File: config.mk
export PLATFORM = sky130hd
export DESIGN_NAME = srcs_bank
export DESIGN_NICKNAME = d
export VERILOG_FILES = /design/src/srcs_pkg.sv /design/src/srcs_bank.sv /design/src/srcs_selector.sv /design/src/srcs_status.sv
export SDC_FILE = /design/constraint.sdc
export NUM_CORES = 1
export LEC_CHECK = 0
export BUFFER_PORTS_ARGS = -buffer_cell sky130_fd_sc_hd__buf_2
export CORE_AREA = 2 2 96 79
export CTS_BUF_LIST = sky130_fd_sc_hd__clkbuf_8
export CTS_CLUSTER_SIZE = 12
export DETAILED_ROUTE_END_ITERATION = 7
export DIE_AREA = 0 0 98 81
export GPL_TIMING_DRIVEN = 0
export PLACE_DENSITY_LB_ADDON = 0.3
export SYNTH_ARGS = -nofsm -noshare
export SYNTH_HDL_FRONTEND = slang
export SYNTH_SLANG_ARGS = --single-unit
export TNS_END_PERCENT = 10
File: constraint.sdc
create_clock -name mclk -period 2.73 [get_ports mclk]
set_input_delay 0.1365 -clock mclk [delete_from_list [all_inputs] [get_ports mclk]]
set_output_delay 0.1365 -clock mclk [all_outputs]
set_load 0.01 [all_outputs]
File: src/srcs_pkg.sv
// Purpose: shared constants and carrier types for the shared register bank
// Assumes: 8-bit register addresses and data, single core clock
// Notes:   offsets, bit positions and reset values are named once here
package srcs_pkg;
    // register offsets
    localparam logic [7:0] OFS_STRAP    = 8'h00;
    localparam logic [7:0] OFS_IDENT    = 8'h01;
    localparam logic [7:0] OFS_RSV2     = 8'h02;
    localparam logic [7:0] OFS_RSV3     = 8'h03;
    localparam logic [7:0] OFS_RSTCTL   = 8'h04;
    localparam logic [7:0] OFS_STATUS   = 8'h05;
    localparam logic [7:0] OFS_RSV6     = 8'h06;
    localparam logic [7:0] OFS_RSV7     = 8'h07;
    localparam logic [7:0] OFS_SELECT   = 8'hFF;
    // field positions
    localparam int BIT_BANK_RESET  = 6;
    localparam int BIT_MASTER_RST  = 5;
    localparam int BIT_FORCE_LOAD  = 4;
    localparam int BIT_LOAD_INHIB  = 7;
    localparam int BIT_LOAD_DONE   = 4;
    localparam int BIT_BCAST       = 3;
    localparam int BIT_LANE_EN     = 2;
    // reset values
    localparam logic [7:0] RST_RSTCTL  = 8'h01;
    localparam logic [7:0] RST_STATUS  = 8'h10;
    localparam logic [7:0] RST_RSV2    = 8'h00;
    localparam logic [7:0] RST_RSV6    = 8'h00;
    localparam logic [7:0] RST_RSV7    = 8'h05;
    localparam logic [7:0] RST_SELECT  = 8'h00;
    // kept-bit mask of RSTCTL (self-clearing bits 5, 6 zero), writable mask of STATUS
    localparam logic [7:0] MASK_RSTCTL = 8'h9F;
    localparam logic [7:0] MASK_STATUS = 8'hE0;
    // bus address base for strapped address
    localparam logic [6:0] BUS_ADDR_BASE = 7'h18;
    // value returned when the selector is read
    localparam logic [7:0] SELECT_READ_VALUE = 8'h00;
    // arbitrary neutral identity value
    localparam logic [7:0] IDENT_DEFAULT = 8'hA5;

    // one register access from the serial front end
    typedef struct packed {
        logic       wr;
        logic       rd;
        logic [7:0] addr;
        logic [7:0] wdata;
    } srcs_req_type;

    // access toward the lane register sets
    typedef struct packed {
        logic [3:0] wr_lanes;
        logic       rd;
        logic [1:0] rd_lane;
        logic [7:0] addr;
        logic [7:0] wdata;
    } srcs_lane_req_type;
endpackage

File: src/srcs_bank.sv
// Purpose: shared control and status register bank of a four-lane retimer
// Assumes: a serial front end delivers decoded register accesses, one
//          per cycle, with the bus address matched against bus_addr
// Notes:   lane register contents live outside; this block only routes
//
// Summary of operation
// writes to 0xFF always hit selector
// enable bit clear routes to shared
// enable set serves indexed lane set
// broadcast plus enable writes all lanes
// read-only bits ignore writes
// host leaves reserved bits alone
// host read-modify-writes partial fields
// strap bits readable, bus address 0x18+strap
// shared bank soft reset, self-clearing
// bus master soft reset, self-clearing
// load inhibit and forced load
// done flag set after load
// per-lane interrupt flags readable
// lane reads use index only
// selector unreadable, full byte writes
module srcs_bank #(
    parameter logic [7:0] IDENT_VALUE = srcs_pkg::IDENT_DEFAULT  // arbitrary value
) (
    input  wire logic                       mclk,
    input  wire logic                       rst,
    input  wire logic [3:0]                 strap_addr,
    input  wire srcs_pkg::srcs_req_type     req,
    output logic [7:0]                      rdata,
    output logic                            rdata_from_lane,
    output logic [6:0]                      bus_addr,
    output srcs_pkg::srcs_lane_req_type     lane_req,
    input  wire logic                       cfg_load_done,
    input  wire logic [3:0]                 lane_event,
    output logic                            master_reset,
    output logic                            cfg_load_start,
    output logic                            cfg_load_inhibit
);
    logic        sel_hit;         // access names the selector
    logic        to_lanes;        // access goes to lane sets
    logic [7:0]  sel_value;       // selector contents (not readable)
    logic [3:0]  strap_q;         // strap sampled every clock
    logic [7:0]  rstctl;          // reset and load control
    logic [7:0]  status_rw;       // writable part of status register
    logic [7:0]  rsv2;            // reserved, held as storage
    logic [7:0]  rsv6;            // reserved, held as storage
    logic [7:0]  rsv7;            // reserved, held as storage
    logic        load_done;       // configuration load complete
    logic [3:0]  lane_irq;        // per-lane sticky flags
    logic        bank_clear;      // shared soft reset pulse
    logic        shared_wr;       // write to the shared set
    logic        force_prev;      // force bit last cycle
    logic [7:0]  status_view;     // status as read
    logic [7:0]  next_rdata;      // read mux result

    srcs_selector u_sel (
        .mclk      (mclk),
        .rst       (rst),
        .req       (req),
        .sel_hit   (sel_hit),
        .to_lanes  (to_lanes),
        .lane_req  (lane_req),
        .sel_value (sel_value)
    );

    srcs_status u_stat (
        .mclk            (mclk),
        .rst             (rst),
        .bank_clear      (bank_clear),
        .load_start      (cfg_load_start),
        .load_done_pulse (cfg_load_done),
        .lane_event      (lane_event),
        .load_done       (load_done),
        .lane_irq        (lane_irq)
    );

    // shared write only when not routed to lanes and not the selector
    assign shared_wr  = req.wr && !to_lanes && !sel_hit;
    // soft reset pulse
    assign bank_clear = rstctl[srcs_pkg::BIT_BANK_RESET];
    // master reset pulse
    assign master_reset = rstctl[srcs_pkg::BIT_MASTER_RST];
    // inhibit drives loader
    assign cfg_load_inhibit = status_rw[srcs_pkg::BIT_LOAD_INHIB];
    // force bit rising edge starts a load unless inhibited
    assign cfg_load_start = rstctl[srcs_pkg::BIT_FORCE_LOAD] && !force_prev
                            && !cfg_load_inhibit;
    // bus address from strap
    assign bus_addr = srcs_pkg::BUS_ADDR_BASE + {3'h0, strap_q};

    // strap captured by the clock, never by the reset itself
    always_ff @(posedge mclk) begin
        strap_q <= strap_addr;
    end

    // reset and load control; the two reset bits last one cycle
    always_ff @(posedge mclk) begin
        if (rst || bank_clear) begin
            rstctl     <= srcs_pkg::RST_RSTCTL;
            force_prev <= 1'b0;
        end else begin
            force_prev <= rstctl[srcs_pkg::BIT_FORCE_LOAD];
            if (shared_wr && req.addr == srcs_pkg::OFS_RSTCTL) begin
                rstctl <= req.wdata;
            end else begin
                // bits self-clear
                rstctl <= rstctl & srcs_pkg::MASK_RSTCTL;
            end
        end
    end

    // writable storage of the shared set
    always_ff @(posedge mclk) begin
        if (rst || bank_clear) begin
            status_rw <= srcs_pkg::RST_STATUS & srcs_pkg::MASK_STATUS;
            rsv2      <= srcs_pkg::RST_RSV2;
            rsv6      <= srcs_pkg::RST_RSV6;
            rsv7      <= srcs_pkg::RST_RSV7;
        end else if (shared_wr) begin
            // read-only fields masked
            if (req.addr == srcs_pkg::OFS_STATUS) begin
                status_rw <= req.wdata & srcs_pkg::MASK_STATUS;
            end
            if (req.addr == srcs_pkg::OFS_RSV2) begin
                rsv2 <= req.wdata;
            end
            if (req.addr == srcs_pkg::OFS_RSV6) begin
                rsv6 <= req.wdata;
            end
            if (req.addr == srcs_pkg::OFS_RSV7) begin
                rsv7 <= req.wdata;
            end
        end
    end

    // flag bit order
    // done bit placed
    assign status_view = status_rw
                       | {3'h0, load_done, lane_irq[0], lane_irq[1],
                          lane_irq[2], lane_irq[3]};

    // read mux for the shared set; unmapped offsets read zero
    always_comb begin
        unique case (req.addr)
            srcs_pkg::OFS_STRAP:  next_rdata = {strap_q, 4'h0};
            srcs_pkg::OFS_IDENT:  next_rdata = IDENT_VALUE;
            srcs_pkg::OFS_RSV2:   next_rdata = rsv2;
            srcs_pkg::OFS_RSV3:   next_rdata = 8'h00;
            srcs_pkg::OFS_RSTCTL: next_rdata = rstctl;
            srcs_pkg::OFS_STATUS: next_rdata = status_view;
            srcs_pkg::OFS_RSV6:   next_rdata = rsv6;
            srcs_pkg::OFS_RSV7:   next_rdata = rsv7;
            // selector not readable
            srcs_pkg::OFS_SELECT: next_rdata = srcs_pkg::SELECT_READ_VALUE;
            default:              next_rdata = 8'h00;
        endcase
    end

    // registered read data; lane reads are answered by the lane sets
    always_ff @(posedge mclk) begin
        if (rst) begin
            rdata           <= 8'h00;
            rdata_from_lane <= 1'b0;
        end else if (req.rd) begin
            rdata           <= to_lanes ? 8'h00 : next_rdata;
            rdata_from_lane <= to_lanes;
        end
    end
endmodule

File: src/srcs_selector.sv
// Purpose: register-set selector register and routing decode
// Assumes: one access per cycle from the front end
// Notes:   the selector is write-only; reads are answered by the bank
module srcs_selector (
    input  wire logic                       mclk,
    input  wire logic                       rst,
    input  wire srcs_pkg::srcs_req_type     req,
    output logic                            sel_hit,
    output logic                            to_lanes,
    output srcs_pkg::srcs_lane_req_type     lane_req,
    output logic [7:0]                      sel_value
);
    logic [7:0] select_reg;    // selector contents
    logic       lane_en;       // lane bank enable
    logic       bcast;         // broadcast write bit
    logic [1:0] lane_index;    // target lane

    assign lane_en    = select_reg[srcs_pkg::BIT_LANE_EN];
    assign bcast      = select_reg[srcs_pkg::BIT_BCAST];
    assign lane_index = select_reg[1:0];
    // selector address decode
    assign sel_hit    = req.addr == srcs_pkg::OFS_SELECT;
    // shared unless enabled
    assign to_lanes   = lane_en && !sel_hit;
    assign sel_value  = select_reg;

    // indexed lane target
    // broadcast to all lanes
    assign lane_req.wr_lanes = !(to_lanes && req.wr) ? 4'h0 :
                               bcast ? 4'hF : 4'(4'h1 << lane_index);
    // reads from one lane
    assign lane_req.rd      = to_lanes && req.rd;
    assign lane_req.rd_lane = lane_index;
    assign lane_req.addr    = req.addr;
    assign lane_req.wdata   = req.wdata;

    // selector update; the shared bank reset leaves it alone so the
    // host does not lose its routing mid-sequence
    always_ff @(posedge mclk) begin
        if (rst) begin
            select_reg <= srcs_pkg::RST_SELECT;
        end else if (req.wr && sel_hit) begin
            // whole byte stored
            select_reg <= req.wdata;
        end
    end
endmodule

File: src/srcs_status.sv
// Purpose: configuration load done flag and per-lane interrupt flags
// Assumes: lane events and load completion are one-cycle pulses
// Notes:   flags are read-only; lane flags clear on reset or bank_clear, the done flag clears when a load starts
module srcs_status (
    input  wire logic       mclk,
    input  wire logic       rst,
    input  wire logic       bank_clear,
    input  wire logic       load_start,
    input  wire logic       load_done_pulse,
    input  wire logic [3:0] lane_event,
    output logic            load_done,
    output logic [3:0]      lane_irq
);
    // done flag: low while a load runs, high once it ends
    always_ff @(posedge mclk) begin
        if (rst || bank_clear) begin
            load_done <= 1'b1;
        end else if (load_done_pulse) begin
            // completion sets flag
            load_done <= 1'b1;
        end else if (load_start) begin
            load_done <= 1'b0;
        end
    end

    // sticky lane flags; lane_irq[0] is lane 0
    always_ff @(posedge mclk) begin
        if (rst) begin
            lane_irq <= 4'h0;
        end else if (bank_clear) begin
            // an event in the clearing cycle wins, so no interrupt is lost
            lane_irq <= lane_event;
        end else begin
            // latch lane events
            lane_irq <= lane_irq | lane_event;
        end
    end
endmodule
==> flow_metrics.tcl <==
set metrics [dict create \
    crit_required_ns 2.93 \
    p_leak_nw 1.51 \
    rr_startpoint "u_sel.sel_value[2]" \
    ant_nets 0 \
    max_cap_viol_count 0 \
    setup_viol 0 \
    final_common_cell "buf_2" \
    hold_viol 0 \
    vias 2386 \
    ff2ff_path_depth 4 \
    peakVddDrop_mv 0.235 \
    postCtsSetupRepairBufs 0 \
    drive_gt1_frac 0.307 \
    grt_start_max_net_pins 11 \
    synth-edff-count 0 \
    skew_ns 0.00687 \
    hold_start "lane_event[1]" \
    multi_input_area_sq_um 1310 \
    worstSetupStartpoint "req[12]" \
    stdcell_count 477 \
    hpwl_um 5300 \
    synth_seq_cells 58 \
    ios 71 \
    swShare 0.241 \
    cp_data_arrival_time_ns 2.22 \
    drc_errors 0 \
    reg2reg_slack_ns 0.76 \
    end_kind "flop" \
    power_density_nw_per_um2 537 \
    regToRegEndpoint "status_rw[7]" \
    syn_nets 328 \
    hold-path-cell-count 3 \
    diodes 0 \
    placed_cell_area_sq_um 3170 \
    wirelength_um 7120 \
    grt_use_total 0.185 \
    drv_slew 0 \
    stdcell_area_sq_um 3420 \
    avgSynthCellArea_sq_um 9.09 \
    dpl.cell_count 457 \
    routed_via_density 5.00 \
    grt_overflow 0 \
    cp_max_fo 6 \
    async_flop_share 0 \
    clock_latency_ns 0.34 \
    htreeDepth 3 \
    rsz0062_at_grt "no" \
    io_buffers 68 \
    synth_flop_cell "dfxtp_1" \
    slew_headroom 0.244 \
    cts_root_buf "clkbuf_8" \
    place_congestion 0.883 \
    nFillCells 720 \
    setup_slack_ns 0.711 \
    dieArea_sq_um 7940 \
    rows 28 \
    syn-cell-area_sq_um 2720 \
    syn_inst 299 \
    final.min_clock_period_ns 2.02 \
    cts_buffer_depth 2 \
    nets 412 \
    status "complete, no violations" \
    die_w_um 98 \
    area_growth_pct 26.0 \
    finalCritPeriodShare 0.740 \
    grt_pass1_vias 2178 \
    clock_sinks 58 \
    cts_tree "yes" \
    drt_iter0_drc 155 \
    p_comb_frac 0.097 \
    drtPass1Iterations 4 \
    fin_setup_tns_ns 0 \
    clkPwrFrac 0.436 \
    holdPathEnd "u_stat.lane_irq[1]" \
    final_cell_mix "71 x buf_2, 58 x dfxtp_1, 36 x mux2i_1, 30 x nor2_1, 29 x nand2_1" \
    yosys_warnings 0 \
    wire_per_inst_um 14.9 \
    startpoint_type "primary input" \
    cts_made_buffers 9 \
    design.core.area_sq_um 7110 \
    seqPwrFrac 0.467 \
    regArea_sq_um 1160 \
    die_h_um 81 \
    min_path_type "primary input to flop" \
    worst_pin_slew_ns 1.12 \
    max_freq_mhz 495 \
    critPathKind "primary input to flop" \
    p_sw_mw 0.443 \
    grt_pass1_wl_um 11200 \
    p_int_mw 1.40 \
    synth.distinct_cells 41 \
    antenna_found_initial 0 \
    whs_ns 0.0159 \
    seq_area_frac_synth 0.427 \
    post-place-ws_ns 0.341 \
    start_util 0.382 \
    clk_pin_slew_ns 0.07 \
    cts_resized 0 \
]
cells by family (layout without fill, tap and decap cells):
logic type / Yosys count / count (layout) / share of synthesized area
AO/OA/AOI/OAI: 49 / 49 / 0.112
buffers and inverters: 46 / 134 / 0.0925
flip-flops: 58 / 58 / 0.427
multiplexers: 42 / 42 / 0.170
other: 1 / 1 / 0.00138
AND/OR/NAND/NOR: 103 / 103 / 0.197
routing by layer:
layer  wire [um]  vias up  global-route usage
met4          60        0              0.0583
met1        3360     1104               0.256
li1            -     1188                   -
met2        3090       86               0.283
met5           0        -                   0
met3         608        8              0.0508
how the worst max path moves through the flow:
stage	endpoint	slack, ns	depth (start not counted)
2_1_floorplan	rstctl[0]	0.85	6
3_3_place_gp	status_rw[7]	0.26	7
3_5_place_dp	status_rw[7]	0.34	6
4_1_cts	status_rw[7]	0.69	6
5_1_grt	status_rw[7]	0.54	7
6_report	status_rw[7]	0.71	6
synth_stat cells, types with 4 or more instances:
library cell | count | area (sq um)
and3_1 | 4 | 25.0
nor2b_1 | 4 | 25.0
a21oi_1 | 18 | 90.1
nand2_1 | 29 | 109
nor2_1 | 30 | 113
dfxtp_1 | 58 | 1160
nand2b_1 | 5 | 31.3
o22ai_1 | 4 | 25.0
a22o_1 | 5 | 43.8
nand3_1 | 12 | 60.1
o21ai_0 | 11 | 55.1
inv_1 | 10 | 37.5
clkbuf_1 | 11 | 41.3
mux2i_1 | 36 | 360
buf_4 | 20 | 150
final cells by class:
cell class / instances / area share
sequential: 58 / 0.339
clock inverter: 4 / 0.0150
tap: 90 / 0.0329
inverter: 10 / 0.0110
multi-input combinational: 195 / 0.381
buffer: 36 / 0.0625
clock buffer: 11 / 0.0442
timing repair buffer: 73 / 0.114
power by group through the flow:
stage | clock network [mW] | logic, mW | registers, mW
after floorplan | 0 | 0.0975 | 0.878
after global placement | 0 | 0.171 | 0.878
after detailed placement | 0 | 0.173 | 0.878
after CTS | 0.818 | 0.179 | 0.859
after global routing | 0.851 | 0.195 | 0.859
final | 0.801 | 0.178 | 0.859
worst max-delay path, stage by stage:
cell and delay (ns):
buf_2 0.11, or4_1 0.52, buf_2 0.18, nor4_1 0.95
mux2i_1 0.27, nor2_1 0.05
metrics by stage:
| stage | power, mW | utilization |
|---|---|---|
| final | 1.84 | 0.482 |
| after detailed placement | 1.05 | 0.446 |
| after global routing | 1.91 | 0.482 |
| after global placement | 1.05 | 0.446 |
| after floorplan | 0.976 | - |
| after CTS | 1.86 | 0.482 |
state kept, by name, indices dropped and copies added, names as in the netlist, 3 cells and up:
signal	flops
strap_q	4
rdata	8
rsv7	8
u_sel.sel_value	4
rstctl	8
rsv6	8
u_stat.lane_irq	4
rsv2	8
status_rw	3
timing repair:
action,in CTS,in global routing
endpoints found under the hold margin,5,0
hold buffers,5,0
endpoints found under the setup margin,0,0
Power figures use the tool's default switching activity.
